## src/shared/rx_cfg_pkg.sv

```systemverilog
// constants for the receive configuration latches, framer and decoder
package rx_cfg_pkg;
	localparam int NUM_BANKS = 16;
	localparam int NUM_CHAN = 4;
	// latch bank numbers per channel: static rx, static tx, dynamic
	localparam logic [3:0] RX_BANK [NUM_CHAN] = '{4'h0, 4'h3, 4'h7, 4'ha};
	localparam logic [3:0] TX_BANK [NUM_CHAN] = '{4'h1, 4'h4, 4'h8, 4'hb};
	localparam logic [3:0] DYN_BANK [NUM_CHAN] = '{4'h2, 4'h5, 4'h9, 4'hc};
	localparam logic [3:0] GLOBAL_DYN_ADDR = 4'he;
	// field positions inside a static receiver bank
	localparam int RF_MODE_LSB = 1;
	localparam int FRAME_CHAR_BIT = 3;
	localparam int DEC_MODE_BIT = 4;
	localparam int DEC_BYP_BIT = 5;
	localparam int RX_CKSEL_BIT = 6;
	localparam int RX_RATE_BIT = 7;
	// reset values: reframe 10, all single-bit selects 1
	localparam logic [7:0] RX_BANK_RESET = 8'hfd;
	localparam logic [7:0] OTHER_BANK_RESET = 8'h00;
	// reframe modes
	localparam logic [1:0] RF_LOW_LATENCY = 2'h0;
	localparam logic [1:0] RF_QUAD = 2'h1;
	localparam logic [1:0] RF_PAIR = 2'h2;
	localparam logic [1:0] RF_TEST = 2'h3;
	// framing patterns, bit 0 is the first bit received (a)
	localparam logic [9:0] K285_NEG = 10'h17c;
	localparam logic [9:0] K285_POS = 10'h283;
	localparam logic [9:0] COMMA_MASK = 10'h0ff;
	localparam logic [3:0] LAST_BIT = 4'h9;
	localparam logic [5:0] CHAR_BITS = 6'h0a;
	localparam logic [2:0] QUAD_RUN = 3'h4;
	localparam logic [5:0] PAIR_SPAN = 6'h32;
	// receive status codes with the decoder enabled
	localparam logic [2:0] ST_DATA = 3'h0;
	localparam logic [2:0] ST_SPECIAL = 3'h1;
	localparam logic [2:0] ST_COMMA = 3'h2;
	// apb map: banks at index*4, status word after them
	localparam logic [4:0] STATUS_IDX = 5'h10;
	localparam int FIFO_DEPTH = 32;
	localparam int OUT_W = 11;
	// 6b and 4b decode tables, index msb is the earliest bit
	localparam logic [5:0] K28_NEG6 = 6'h0f;
	localparam logic [5:0] K28_POS6 = 6'h30;
	localparam logic [4:0] DEC6 [64] = '{
		5'd0, 5'd0, 5'd0, 5'd0, 5'd0, 5'd23, 5'd8, 5'd7,
		5'd0, 5'd27, 5'd4, 5'd20, 5'd24, 5'd12, 5'd28, 5'd28,
		5'd0, 5'd29, 5'd2, 5'd18, 5'd31, 5'd10, 5'd26, 5'd15,
		5'd0, 5'd6, 5'd22, 5'd16, 5'd14, 5'd1, 5'd30, 5'd0,
		5'd0, 5'd30, 5'd1, 5'd17, 5'd16, 5'd9, 5'd25, 5'd0,
		5'd15, 5'd5, 5'd21, 5'd31, 5'd13, 5'd2, 5'd29, 5'd0,
		5'd28, 5'd3, 5'd19, 5'd24, 5'd11, 5'd4, 5'd27, 5'd0,
		5'd7, 5'd8, 5'd23, 5'd0, 5'd0, 5'd0, 5'd0, 5'd0};
	localparam logic [2:0] DEC4 [16] = '{
		3'd0, 3'd7, 3'd4, 3'd3, 3'd0, 3'd2, 3'd6, 3'd7,
		3'd7, 3'd1, 3'd5, 3'd0, 3'd3, 3'd4, 3'd7, 3'd0};
endpackage

```

## src/rx_cfg.sv

```systemverilog
// receive framer, decoder and configuration latch banks with apb view
//
// Operation
// - three latch banks per channel, two static
// - static rx banks at 0, 3, 7, 10
// - static tx banks at 1, 4, 8, 11
// - dynamic banks at 2, 5, 9, 12
// - address 1110 with strobe low drives dynamics
// - strobe low latches data into addressed bank
// - reframe mode resets to 10
// - mode 00 realigns on every framing character
// - mode 01 needs four adjacent aligned characters
// - mode 10 needs aligned pair within 50 bits
// - framing select resets 1, K28.5 or comma
// - decode mode resets 1, picks special column
// - bypass bit resets 1, 0 passes raw
// - clock select resets 1, reference or recovered
// - output clock at full or half rate
// - bypassed detect flag marks framing character
// - rate bit resets 1, 1 is half rate
`timescale 1ns/1ps

// character fifo between the recovered and output timing
module char_fifo #(
	parameter int WIDTH = 11,
	parameter int DEPTH = 32
) (
	input wire logic pclk,
	input wire logic presetn,
	input wire logic in_valid,
	output logic in_ready,
	input wire logic [WIDTH-1:0] in_data,
	output logic out_valid,
	input wire logic out_ready,
	output logic [WIDTH-1:0] out_data
);
	localparam int AW = $clog2(DEPTH);
	typedef struct packed {
		logic [DEPTH-1:0][WIDTH-1:0] mem;
		logic [AW-1:0] wp;
		logic [AW-1:0] rp;
		logic [AW:0] cnt;
	} fifo_t;
	fifo_t s_r;
	fifo_t s_nxt;
	logic push;
	logic pop;

	// full and empty come straight from the occupancy count
	assign in_ready = (s_r.cnt != (AW+1)'(DEPTH));
	assign out_valid = (s_r.cnt != '0);
	assign out_data = s_r.mem[s_r.rp];
	assign push = in_valid && in_ready;
	assign pop = out_valid && out_ready;

	always_comb begin
		s_nxt = s_r;
		if (push) begin
			s_nxt.mem[s_r.wp] = in_data;
			s_nxt.wp = (s_r.wp == AW'(DEPTH-1)) ? '0 : s_r.wp + 1'b1;
		end
		if (pop)
			s_nxt.rp = (s_r.rp == AW'(DEPTH-1)) ? '0 : s_r.rp + 1'b1;
		s_nxt.cnt = s_r.cnt + (AW+1)'(push) - (AW+1)'(pop);
	end

	always_ff @(posedge pclk or negedge presetn) begin
		if (!presetn)
			s_r <= '0;
		else
			s_r <= s_nxt;
	end
endmodule // char_fifo

// one receive channel datapath plus the sixteen latch banks
module rx_cfg
	import rx_cfg_pkg::*;
#(
	parameter int DATA_CHAN = 0,
	parameter int DEPTH = FIFO_DEPTH
) (
	input wire logic pclk,
	input wire logic presetn,
	input wire logic [3:0] config_addr,
	input wire logic [7:0] config_data,
	input wire logic config_write_strobe_n,
	input wire logic rx_serial_bit,
	input wire logic reference_clock_in,
	output logic [7:0] rx_data,
	output logic [2:0] rx_status,
	output logic rx_out_valid,
	output logic framing_char_detected,
	output logic receive_clock_out,
	output logic [31:0] tx_ctrl,
	output logic [31:0] dyn_ctrl,
	input wire logic psel,
	input wire logic penable,
	input wire logic pwrite,
	input wire logic [31:0] paddr,
	input wire logic [31:0] pwdata,
	output logic [31:0] prdata,
	output logic pready,
	output logic pslverr
);
	typedef struct packed {
		logic [NUM_BANKS-1:0][7:0] banks;
		logic [19:0] sr;
		logic [3:0] bit_cnt;
		logic [3:0] align;
		logic [3:0] cand;
		logic [2:0] cand_cnt;
		logic [5:0] since;
		logic locked;
		logic ref_d;
		logic [7:0] out_data;
		logic [2:0] out_st;
		logic out_valid;
		logic rclk;
		logic ovf;
		logic [31:0] prdata;
	} state_t;
	state_t s_r;
	state_t s_nxt;

	logic [7:0] rx_bank;
	logic [1:0] rf_mode;
	logic frame_sel;
	logic dec_mode;
	logic dec_en;
	logic src_ref;
	logic half_rate;
	logic [9:0] newest;
	logic hit;
	logic emit;
	logic [3:0] cur;
	logic [OUT_W-1:0] push_word;
	logic fifo_in_ready;
	logic fifo_out_valid;
	logic [OUT_W-1:0] fifo_out;
	logic pop;
	logic ref_rise;
	logic [4:0] apb_idx;
	logic apb_map;

	// the datapath channel takes its settings from its static rx bank
	assign rx_bank = s_r.banks[RX_BANK[DATA_CHAN]];
	assign rf_mode = rx_bank[RF_MODE_LSB +: 2];
	assign frame_sel = rx_bank[FRAME_CHAR_BIT];
	assign dec_mode = rx_bank[DEC_MODE_BIT];
	assign dec_en = rx_bank[DEC_BYP_BIT];
	assign src_ref = rx_bank[RX_CKSEL_BIT];
	assign half_rate = rx_bank[RX_RATE_BIT];

	// static tx and dynamic banks leave the block for the other paths
	generate
		for (genvar c = 0; c < NUM_CHAN; c++) begin : g_chan
			assign tx_ctrl[8*c +: 8] = s_r.banks[TX_BANK[c]];
			assign dyn_ctrl[8*c +: 8] = s_r.banks[DYN_BANK[c]];
		end
	endgenerate

	// framing match on the ten newest bits, either disparity
	assign newest = s_r.sr[19:10];
	always_comb begin
		if (frame_sel)
			hit = (newest == K285_NEG) || (newest == K285_POS);
		else
			hit = ((newest & COMMA_MASK) == (K285_NEG & COMMA_MASK)) ||
				((newest & COMMA_MASK) == (K285_POS & COMMA_MASK));
	end
	assign cur = s_r.bit_cnt;

	// decode or bypass, packed as {rxd[7:0], rxst[2:0]}
	always_comb begin
		logic [5:0] i6;
		logic [3:0] i4;
		logic [2:0] y;
		logic is_k;
		i6 = {newest[0], newest[1], newest[2], newest[3], newest[4],
			newest[5]};
		i4 = {newest[6], newest[7], newest[8], newest[9]};
		y = (i6 == K28_POS6) ? DEC4[~i4] : DEC4[i4];
		is_k = (i6 == K28_NEG6) || (i6 == K28_POS6) ||
			(((i4 == 4'h8) || (i4 == 4'h7)) &&
			((DEC6[i6] == 5'd23) || (DEC6[i6] == 5'd27) ||
			(DEC6[i6] == 5'd29) || (DEC6[i6] == 5'd30)));
		if (!dec_en)
			push_word = {newest[9:2], newest[0], newest[1], hit};
		else if (is_k && hit && dec_mode)
			push_word = {y, DEC6[i6], ST_COMMA};
		else if (is_k)
			push_word = {y, DEC6[i6], ST_SPECIAL};
		else
			push_word = {y, DEC6[i6], ST_DATA};
	end

	// output registers move on rising reference edges or as soon as data is ready
	assign ref_rise = reference_clock_in && !s_r.ref_d;
	assign pop = fifo_out_valid && (src_ref ? ref_rise : 1'b1);

	// apb decode: word index from byte address, status after the banks
	assign apb_idx = paddr[6:2];
	assign apb_map = (paddr[31:7] == '0) && (paddr[1:0] == 2'h0) &&
		(apb_idx <= STATUS_IDX);
	assign pready = 1'b1;
	assign pslverr = psel && penable && !apb_map;
	assign prdata = s_r.prdata;

	// next state: latches, framer, output stage and apb read data
	always_comb begin
		s_nxt = s_r;
		emit = 1'b0;
		s_nxt.sr = {rx_serial_bit, s_r.sr[19:1]};
		s_nxt.bit_cnt = (s_r.bit_cnt == LAST_BIT) ? '0 : s_r.bit_cnt + 1'b1;
		s_nxt.since = (s_r.since == '1) ? s_r.since : s_r.since + 1'b1;
		s_nxt.ref_d = reference_clock_in;
		if (hit) begin
			s_nxt.cand = cur;
			s_nxt.since = 6'h01;
			case (rf_mode)
				RF_LOW_LATENCY: begin
					// truncate: the boundary jumps to this character at once, so the gap since the last emit is cut short
					s_nxt.align = cur;
					s_nxt.locked = 1'b1;
				end
				RF_QUAD: begin
					if (cur == s_r.cand && s_r.since == CHAR_BITS)
						s_nxt.cand_cnt = s_r.cand_cnt + 1'b1;
					else
						s_nxt.cand_cnt = 3'h1;
					if (s_nxt.cand_cnt == QUAD_RUN) begin
						s_nxt.align = cur;
						s_nxt.locked = 1'b1;
						s_nxt.cand_cnt = '0;
					end
				end
				RF_PAIR: begin
					// equal bit phase means the same 10-bit boundary
					if (cur == s_r.cand && s_r.since <= PAIR_SPAN) begin
						s_nxt.align = cur;
						s_nxt.locked = 1'b1;
					end
				end
				default: begin
					// test encoding: the framer holds its boundary
					s_nxt.cand = s_r.cand;
				end
			endcase
		end
		// a full fifo drops the character and flags it, the line cannot wait
		emit = (cur == s_nxt.align);
		if (emit && !fifo_in_ready)
			s_nxt.ovf = 1'b1;
		s_nxt.out_valid = pop;
		if (pop) begin
			s_nxt.out_data = fifo_out[OUT_W-1:3];
			s_nxt.out_st = fifo_out[2:0];
			// half rate toggles per character, full rate pulses per char
			s_nxt.rclk = half_rate ? !s_r.rclk : 1'b1;
		end else if (!half_rate) begin
			s_nxt.rclk = 1'b0;
		end
		// apb reads are fetched in setup so the access cycle has no wait
		if (psel && !penable) begin
			if (!apb_map)
				s_nxt.prdata = '0;
			else if (apb_idx == STATUS_IDX)
				s_nxt.prdata = {26'h0, s_r.align, s_r.locked, s_r.ovf};
			else
				s_nxt.prdata = {24'h0, s_r.banks[apb_idx[3:0]]};
		end
		if (psel && penable && pwrite && apb_map) begin
			if (apb_idx == STATUS_IDX) begin
				// a drop in the same cycle keeps the flag set
				if (pwdata[0] && !(emit && !fifo_in_ready))
					s_nxt.ovf = 1'b0;
			end else begin
				s_nxt.banks[apb_idx[3:0]] = pwdata[7:0];
			end
		end
		// pin writes come last so they win over a colliding apb write
		if (!config_write_strobe_n) begin
			if (config_addr == GLOBAL_DYN_ADDR) begin
				for (int c = 0; c < NUM_CHAN; c++)
					s_nxt.banks[DYN_BANK[c]] = config_data;
			end
			s_nxt.banks[config_addr] = config_data;
		end
	end

	// all state resets to constants; rx banks to their documented defaults
	always_ff @(posedge pclk or negedge presetn) begin
		if (!presetn) begin
			s_r <= '0;
			for (int b = 0; b < NUM_BANKS; b++)
				s_r.banks[b] <= OTHER_BANK_RESET;
			for (int c = 0; c < NUM_CHAN; c++)
				s_r.banks[RX_BANK[c]] <= RX_BANK_RESET;
		end else begin
			s_r <= s_nxt;
		end
	end

	char_fifo #(.WIDTH(OUT_W), .DEPTH(DEPTH)) u_fifo (
		.pclk(pclk),
		.presetn(presetn),
		.in_valid(emit),
		.in_ready(fifo_in_ready),
		.in_data(push_word),
		.out_valid(fifo_out_valid),
		.out_ready(pop),
		.out_data(fifo_out)
	);

	assign rx_data = s_r.out_data;
	assign rx_status = s_r.out_st;
	assign rx_out_valid = s_r.out_valid;
	assign framing_char_detected = s_r.out_st[0] && !dec_en;
	assign receive_clock_out = s_r.rclk;
endmodule // rx_cfg

```

## config.mk

```make
export PLATFORM = sky130hd
export DESIGN_NAME = rx_cfg
export DESIGN_NICKNAME = d
export VERILOG_FILES = /design/src/shared/rx_cfg_pkg.sv /design/src/rx_cfg.sv
export SDC_FILE = /design/constraint.sdc
export NUM_CORES = 1
export LEC_CHECK = 0
export ABC_AREA = 1
export BUFFER_PORTS_ARGS = -buffer_cell sky130_fd_sc_hd__buf_2
export CORE_AREA = 2 2 247 273
export CTS_CLUSTER_DIAMETER = 60
export DETAILED_ROUTE_END_ITERATION = 7
export DIE_AREA = 0 0 249 275
export HOLD_SLACK_MARGIN = 0.15
export SLEW_MARGIN = 25
export SYNTH_ARGS = -nofsm -noshare
export SYNTH_HDL_FRONTEND = slang
export SYNTH_SLANG_ARGS = --single-unit
export TNS_END_PERCENT = 50
```

## constraint.sdc

```tcl
create_clock -name pclk -period 4.3 [get_ports pclk]
set_clock_uncertainty 0.15 [all_clocks]
set_input_delay 0.215 -clock pclk [delete_from_list [all_inputs] [get_ports pclk]]
set_output_delay 0.215 -clock pclk [all_outputs]
set_load 0.02 [all_outputs]
```

==> out/qor.txt, run 1 <==
leakage: 0.0164 uW
worst path cell trace: dlygate4sd3_1 -> buf_2 -> nor2_1 -> buf_4 -> inv_1 -> nor2_1 -> o211ai_1 -> nor2_1 -> nand2_1 -> inv_1 -> nand3_1 -> nor2_1 -> nand2_1 -> nor2_1 -> o21ai_0 -> dlygate4sd3_1
CP top delay family: simple AND/OR/NAND/NOR gates
Clock power frac: 0.312
port buffer count: 146
syn avg cell area: 7.93 um2
MaxCap Viol Count: 0
crit path time final: 3.79 ns
cell taking the most area after synthesis: dfrtp_1
most frequent CP cell: nor2_1
CTS Buf Count: 67
Placement Rows: 99
Hold Buf Count CTS: 36
H-tree levels: 3
Placed Area: 0.0307 mm2
final wirelength: 101 mm
final-report hold violation count: 0
Setup CP Type: primary input to register
Clock Pin Slew Worst Setup and Hold Paths: 0.06 ns
DRC Markers: 0
cell area after layout: 0.0333 mm2
Crit path required time: 4.64 ns
Final Setup Violations: 0
Yosys Warn Count: 0
hold crit path type: primary input to register
Critical Path Fanout Max: 11
crit end category: register
Clock Latency Late Sink: 0.61 ns
fraction of layout cells with a size suffix above 1: 0.125
routed len/inst: 21.8 um
RSZ-0062 raised after global routing: no
CP Buf/Inv Count: 6
final worst setup slack: 0.509 ns
R2R depth: 21
first-pass iteration count of the detailed router: 6
flops & latches, synth: 551
DIE AREA: 0.0685 mm2
FFs w/ async S/R, synth: 1.00
I/O pin total: 196
largest cells by area after synthesis: dfrtp_1 (45%), nand2_1 (14%), nand4_1 (7.7%)
Area Overhead vs Synth: 13.5%
P per Cell Area: 550 mW/mm2
first-pass GRT wire length: 156 mm
die height: 275 um
Detail Placement HPWL: 65.6 mm
initial antenna violation count: 0
largest net degree at the start of global routing: 112
pre-CTS setup slack: 0.545 ns
max_slew headroom: 0.277
vias in the first global route: 25996
TritonCTS clock tree: done
switching part of the total power: 0.392
vias per std cell: 5.85
total gr overflow: 0
Flop pwr share: 0.366
hold path cells: 5
synth unique cells: 44
clock root cell: clkbuf_16
Switch Pwr: 7180 uW
Worst R2R Setup Slack: 0.56 ns
Most used DFF post-synth: dfrtp_1
post_cts resized: 0
CP startpoint kind: primary input
CP arrival: 4.13 ns
post-layout util: 0.507
Setup TNS: 0 ns
slowest CP cell: dlygate4sd3_1
Die Wd: 249 um
maximum clock path buffer count: 3
antenna-violating nets left: 0
commonest non-fill, non-tap cell in the layout: nand2_1
gp weighted congestion: 0.943
status: finished clean
core area: 0.0658 mm2
post-CTS setup buffer count: 0
post-synthesis sequential area ratio: 0.471
Starting Density: 0.446
Max Freq: 264 MHz
Worst Max-Slew Pin Slew: 1.08 ns
Synth Instances: 3705
1st-iter DRT viols: 2883
top cell type's share of synthesized area: 0.446
via count: 27110
Max Slew Vio Count: 0
worst ir drop on vdd: 0.567 mV
part of the power in combinational logic: 0.321
slowest stage delay, CP: 0.55 ns
Post-synth EDFFs: 0
fin crit share: 0.882
fin nets: 3845
critical path depth: 16
internal power: 11100 uW
Synth Cell Area: 0.0294 mm2
GRT Total Usage: 0.293
commonest cells after routing, fill and taps aside: nand2_1 (1097), dfrtp_1 (521), nand4_1 (362)
clock sink count: 551
## layer usage
metal / routed length, um / up-vias / track usage
li1: - / 12701 / -
met1: 41400 / 13026 / 0.377
met2: 47300 / 1118 / 0.477
met3: 6660 / 265 / 0.0395
met4: 5780 / 0 / 0.170
met5: 0 / - / 0
## final timing paths
kind | from | to
min in group asynchronous | presetn | u_fifo.s_r[90]
max in group asynchronous | presetn | u_fifo.s_r[303]
worst max-delay path | paddr[4] | tx_ctrl[0]
worst min register to register | newest[7] | newest[6]
worst min-delay path | paddr[6] | prdata[0]
worst max register to register | newest[5] | u_fifo.s_r[4]
## state kept, by name, summed over array words and instances, names as in the netlist
register	count
dyn_ctrl	32
cur	4
receive_clock_out	1
rx_out_valid	1
newest	10
tx_ctrl	32
rx_bank	8
rx_status	3
rx_data	8
s_r	76
prdata	8
u_fifo.s_r	368
## stage by stage
step                instances  power [uW]  hold slack [ns]
floorplan                3728       10400           -0.231
global placement         4478       12500            0.175
detailed placement       4479       12500            0.175
CTS                      4633       18300            0.161
global route             4635       19200            0.180
finish                   4636       18300            0.170
## synth_stat cells (2+ instances only)
| cell | count |
|---|---|
| a22oi_1 | 59 |
| nor4_1 | 9 |
| inv_2 | 4 |
| nor3_1 | 12 |
| o21ai_0 | 238 |
| o221ai_1 | 88 |
| o21ai_1 | 7 |
| clkinv_1 | 5 |
| dfrtp_1 | 523 |
| ha_1 | 32 |
| a31oi_1 | 7 |
| nand2_1 | 1100 |
| a21oi_1 | 259 |
| nand4_1 | 362 |
| o21bai_1 | 4 |
| buf_1 | 8 |
| clkbuf_1 | 227 |
| buf_2 | 52 |
| nor2_1 | 126 |
| o31ai_1 | 4 |
| xnor2_1 | 2 |
| conb_1 | 2 |
| o211ai_1 | 27 |
| nand3_1 | 119 |
| dfstp_2 | 28 |
| buf_4 | 130 |
| nand2_2 | 5 |
| o21a_1 | 4 |
| xor2_1 | 8 |
| o22ai_1 | 66 |
| buf_6 | 2 |
| inv_1 | 174 |
## area by class of cell
type                    instances  area, um2
diodes                          1       2.50
clock buffers                 105       2060
clock inverters                13        133
fillers                      6319      32500
inverters                     183        687
multi-input cells            2575      12900
flip-flops and latches        551      13800
well taps                     858       1070
repair buffers                350       2610
## power by group through the flow
stage / sequential [uW] / clock (uW) / combinational, uW
floorplan: 6430 / 0 / 3940
global placement: 6760 / 0 / 5740
detailed placement: 6760 / 0 / 5790
CTS: 6680 / 5800 / 5830
global route: 6790 / 6020 / 6360
finish: 6710 / 5720 / 5890
## cell families after synthesis
group | count (synthesis) | synth area share
AOI/OAI and AO/OA | 768 | 0.154
xor gates and xnor gates | 10 | 0.00298
adders and majority gates | 33 | 0.0143
buffers and inverters | 602 | 0.0963
DFF | 551 | 0.471
other | 2 | 0.000256
and+or+nand+nor | 1739 | 0.261
## worst min-delay path: cells and delay by family
family	cells	cell delay, ns
AO/OA/AOI/OAI	2	0.27
AND/OR/NAND/NOR	1	0.19
buffers and inverters	2	0.19
Note: power is estimated with default switching activity, not from simulation.
==> inputs of run 2 (changes only) <==
CORE_AREA = 2 2 224 248   (was 2 2 247 273)
DIE_AREA = 0 0 226 250   (was 0 0 249 275)
PLACE_DENSITY = 0.76   (was not set)
clock period = 3.47 ns   (was 4.3 ns; I/O delays follow)
==> run 2 against run 1 <==
The run now ends with design-rule violations left; flip-flop and latch count stayed put; sequential share of layout area is 0.085 points lower; worst hold slack better by 0.049 ns; power is 21% higher; via count is 3.3% higher; routed wire length is 5.3% lower; register-to-register slack worse by 0.41 ns; clock power is 15% higher; final cell count is 2.3% lower; clock-buffer cell count is 26 lower; setup slack worse by 0.47 ns; non-clock buffer count is 23 higher.
==> out/qor.txt, run 2 (synthesized netlist as in run 1, its figures left out) <==
crit path time final: 3.43 ns
core area: 0.0542 mm2 (-18%)
first-pass iteration count of the detailed router: 8 (+2)
failing checks: design-rule violations
beginning of the critical path: paddr[4]
1st-iter DRT viols: 3570 (+24%)
leakage: 0.0165 uW (+0.44%)
slowest stage delay, CP: 0.59 ns (+0.04 ns)
hold crit path type: primary input to register
TritonCTS clock tree: done
die height: 250 um (-9.1%)
Starting Density: 0.542 (+0.0957)
GRT Total Usage: 0.336 (+0.0438)
max_slew headroom: 0.249 (-0.0284)
commonest cells after routing, fill and taps aside: nand2_1 (1097), dfrtp_1 (521), nand4_1 (362)
fin crit share: 0.987
Crit path required time: 3.89 ns (-0.75 ns)
Min Hold Slack: 0.219 ns (+0.0491 ns)
slowest CP cell: dlygate4sd3_1
RSZ-0062 raised after global routing: yes
clock root cell: clkbuf_16
MaxCap Viol Count: 0 (unchanged)
largest net degree at the start of global routing: 116 (+3.6%)
CTS Buf Count: 59 (-12%)
crit end category: register
cell area after layout: 0.0334 mm2 (+0.17%)
Area Overhead vs Synth: 13.7%
worst ir drop on vdd: 0.573 mV (+1.0%)
commonest non-fill, non-tap cell in the layout: nand2_1
Placed Area: 0.0307 mm2 (about the same)
via count: 27998 (+3.3%)
total gr overflow: 0 (unchanged)
R2R depth: 21 (unchanged)
Detail Placement HPWL: 60.9 mm (-7.1%)
Worst R2R Setup Slack: 0.15 ns (-0.41 ns)
worst path cell trace: dlygate4sd3_1 -> buf_2 -> nor2_1 -> buf_4 -> inv_1 -> nor2_1 -> o211ai_1 -> nor2_1 -> nand2_1 -> nor3_1 -> buf_4 -> nand2_1 -> nor2_2 -> o22ai_1 -> o21ai_0 -> dlygate4sd3_1
Die Wd: 226 um (-9.2%)
DIE AREA: 0.0565 mm2 (-17%)
I/O pin total: 196 (unchanged)
most frequent CP cell: nor2_1
final-report hold violation count: 0 (unchanged)
Worst Max-Slew Pin Slew: 1.12 ns (+0.0437 ns)
Clock Latency Late Sink: 0.64 ns (+0.03 ns)
gp weighted congestion: 0.982 (+4.1%)
register name with the most flops: u_fifo.s_r
fin nets: 3860 (+0.39%)
Power Total: 22100 uW (+21%)
vias in the first global route: 26613 (+2.4%)
maximum clock path buffer count: 3 (unchanged)
P per Cell Area: 663 mW/mm2 (+21%)
Placement Rows: 90 (-9.1%)
Final Setup Violations: 0 (unchanged)
CP startpoint kind: primary input
final wirelength: 95.8 mm (-5.3%)
vias per std cell: 6.18 (+5.7%)
DRC Markers: 14 (+14)
status: finished with violations
initial antenna violation count: 1 (+1)
Clock Pin Slew Worst Setup and Hold Paths: 0.07 ns (about the same)
H-tree levels: 2 (-1)
Setup CP Type: primary input to register
Reg-to-Reg Start: newest[4]
routed len/inst: 21.2 um (-3.0%)
fraction of layout cells with a size suffix above 1: 0.129 (+0.00478)
CP arrival: 3.85 ns (-0.28 ns)
antenna-violating nets left: 0 (unchanged)
Setup crit end: tx_ctrl[0]
port buffer count: 146 (unchanged)
Max Freq: 292 MHz
number of flip-flops in the largest register: 368 (unchanged)
top flop regs: u_fifo.s_r (368), s_r (76)
Max Slew Vio Count: 0 (unchanged)
R2R Path End: u_fifo.s_r[4]
clock sink count: 551 (unchanged)
Critical Path Fanout Max: 11 (unchanged)
first-pass GRT wire length: 149 mm (-4.2%)
run 2: cell count changes in the layout (fill, tap and decap cells not counted), moves of 6 or more:
| cell | change |
|---|---|
| clkinv_2 | +11 |
| clkbuf_1 | -10 |
| buf_12 | +6 |
| dlygate4sd3_1 | +16 |
| clkbuf_16 | -9 |
run 2: timing repair:
item / 4_1_cts / 5_1_grt
gates resized for setup: 0 / 13
hold buffers: 54 / 0
buffers inserted: 0 / 0
setup endpoints to repair: 0 / 273
hold endpoints to repair: 688 / 0
run 2: power breakdown:
part,internal [uW],total (uW),switching [uW],leakage (uW)
registers,7430,8240,818,0.00722
clock network,3850,6600,2760,0.00101
logic,2220,7290,5070,0.00825
run 2: routing by layer:
| layer | GRT usage | up-vias | wire length (um) |
|---|---|---|---|
| met1 | 0.439 | 13362 | 37100 |
| met5 | 0 | - | 0 |
| met3 | 0.0587 | 309 | 8620 |
| li1 | - | 12744 | - |
| met4 | 0.195 | 0 | 6100 |
| met2 | 0.528 | 1583 | 44100 |
run 2: worst min path at each step:
stage	from	endpoint	slack, ns	cells past startpoint
3_3_place_gp	presetn	u_fifo.s_r[47]	-0.01	1
4_1_cts	paddr[13]	s_r[32]	0.19	8
6_report	paddr[13]	s_r[32]	0.22	8
2_1_floorplan	presetn	cur[0]	-0.27	0
5_1_grt	config_data[3]	s_r[212]	0.28	4
3_5_place_dp	presetn	u_fifo.s_r[44]	-0.02	1
run 2: through the flow:
| step | instances | setup TNS, ns | util | setup WS, ns |
|---|---|---|---|---|
| final | 4529 | 0 | 0.616 | 0.0436 |
| after global routing | 4528 | -4.84 | 0.616 | -0.147 |
| after CTS | 4526 | 0 | 0.614 | 0.0517 |
| after detailed placement | 4362 | 0 | 0.567 | 0.0529 |
| after global placement | 4360 | 0 | 0.566 | 0.0972 |
| after floorplan | 3728 | 0 | - | 0.00122 |
run 2: cell type report:
cell class / count / area (um2)
Sequential cell: 551 / 13800
Tap cell: 736 / 921
Antenna cell: 1 / 2.50
Inverter: 183 / 687
Timing Repair Buffer: 373 / 2950
Clock inverter: 31 / 337
Clock buffer: 79 / 1680
Fill cell: 4668 / 20800
Multi-Input combinational cell: 2575 / 13000
run 2: critical path: cells and delay by family:
family	cells	cell delay, ns
compound gates	3	0.45
buf+inv	6	1.82
simple gates	7	1.38
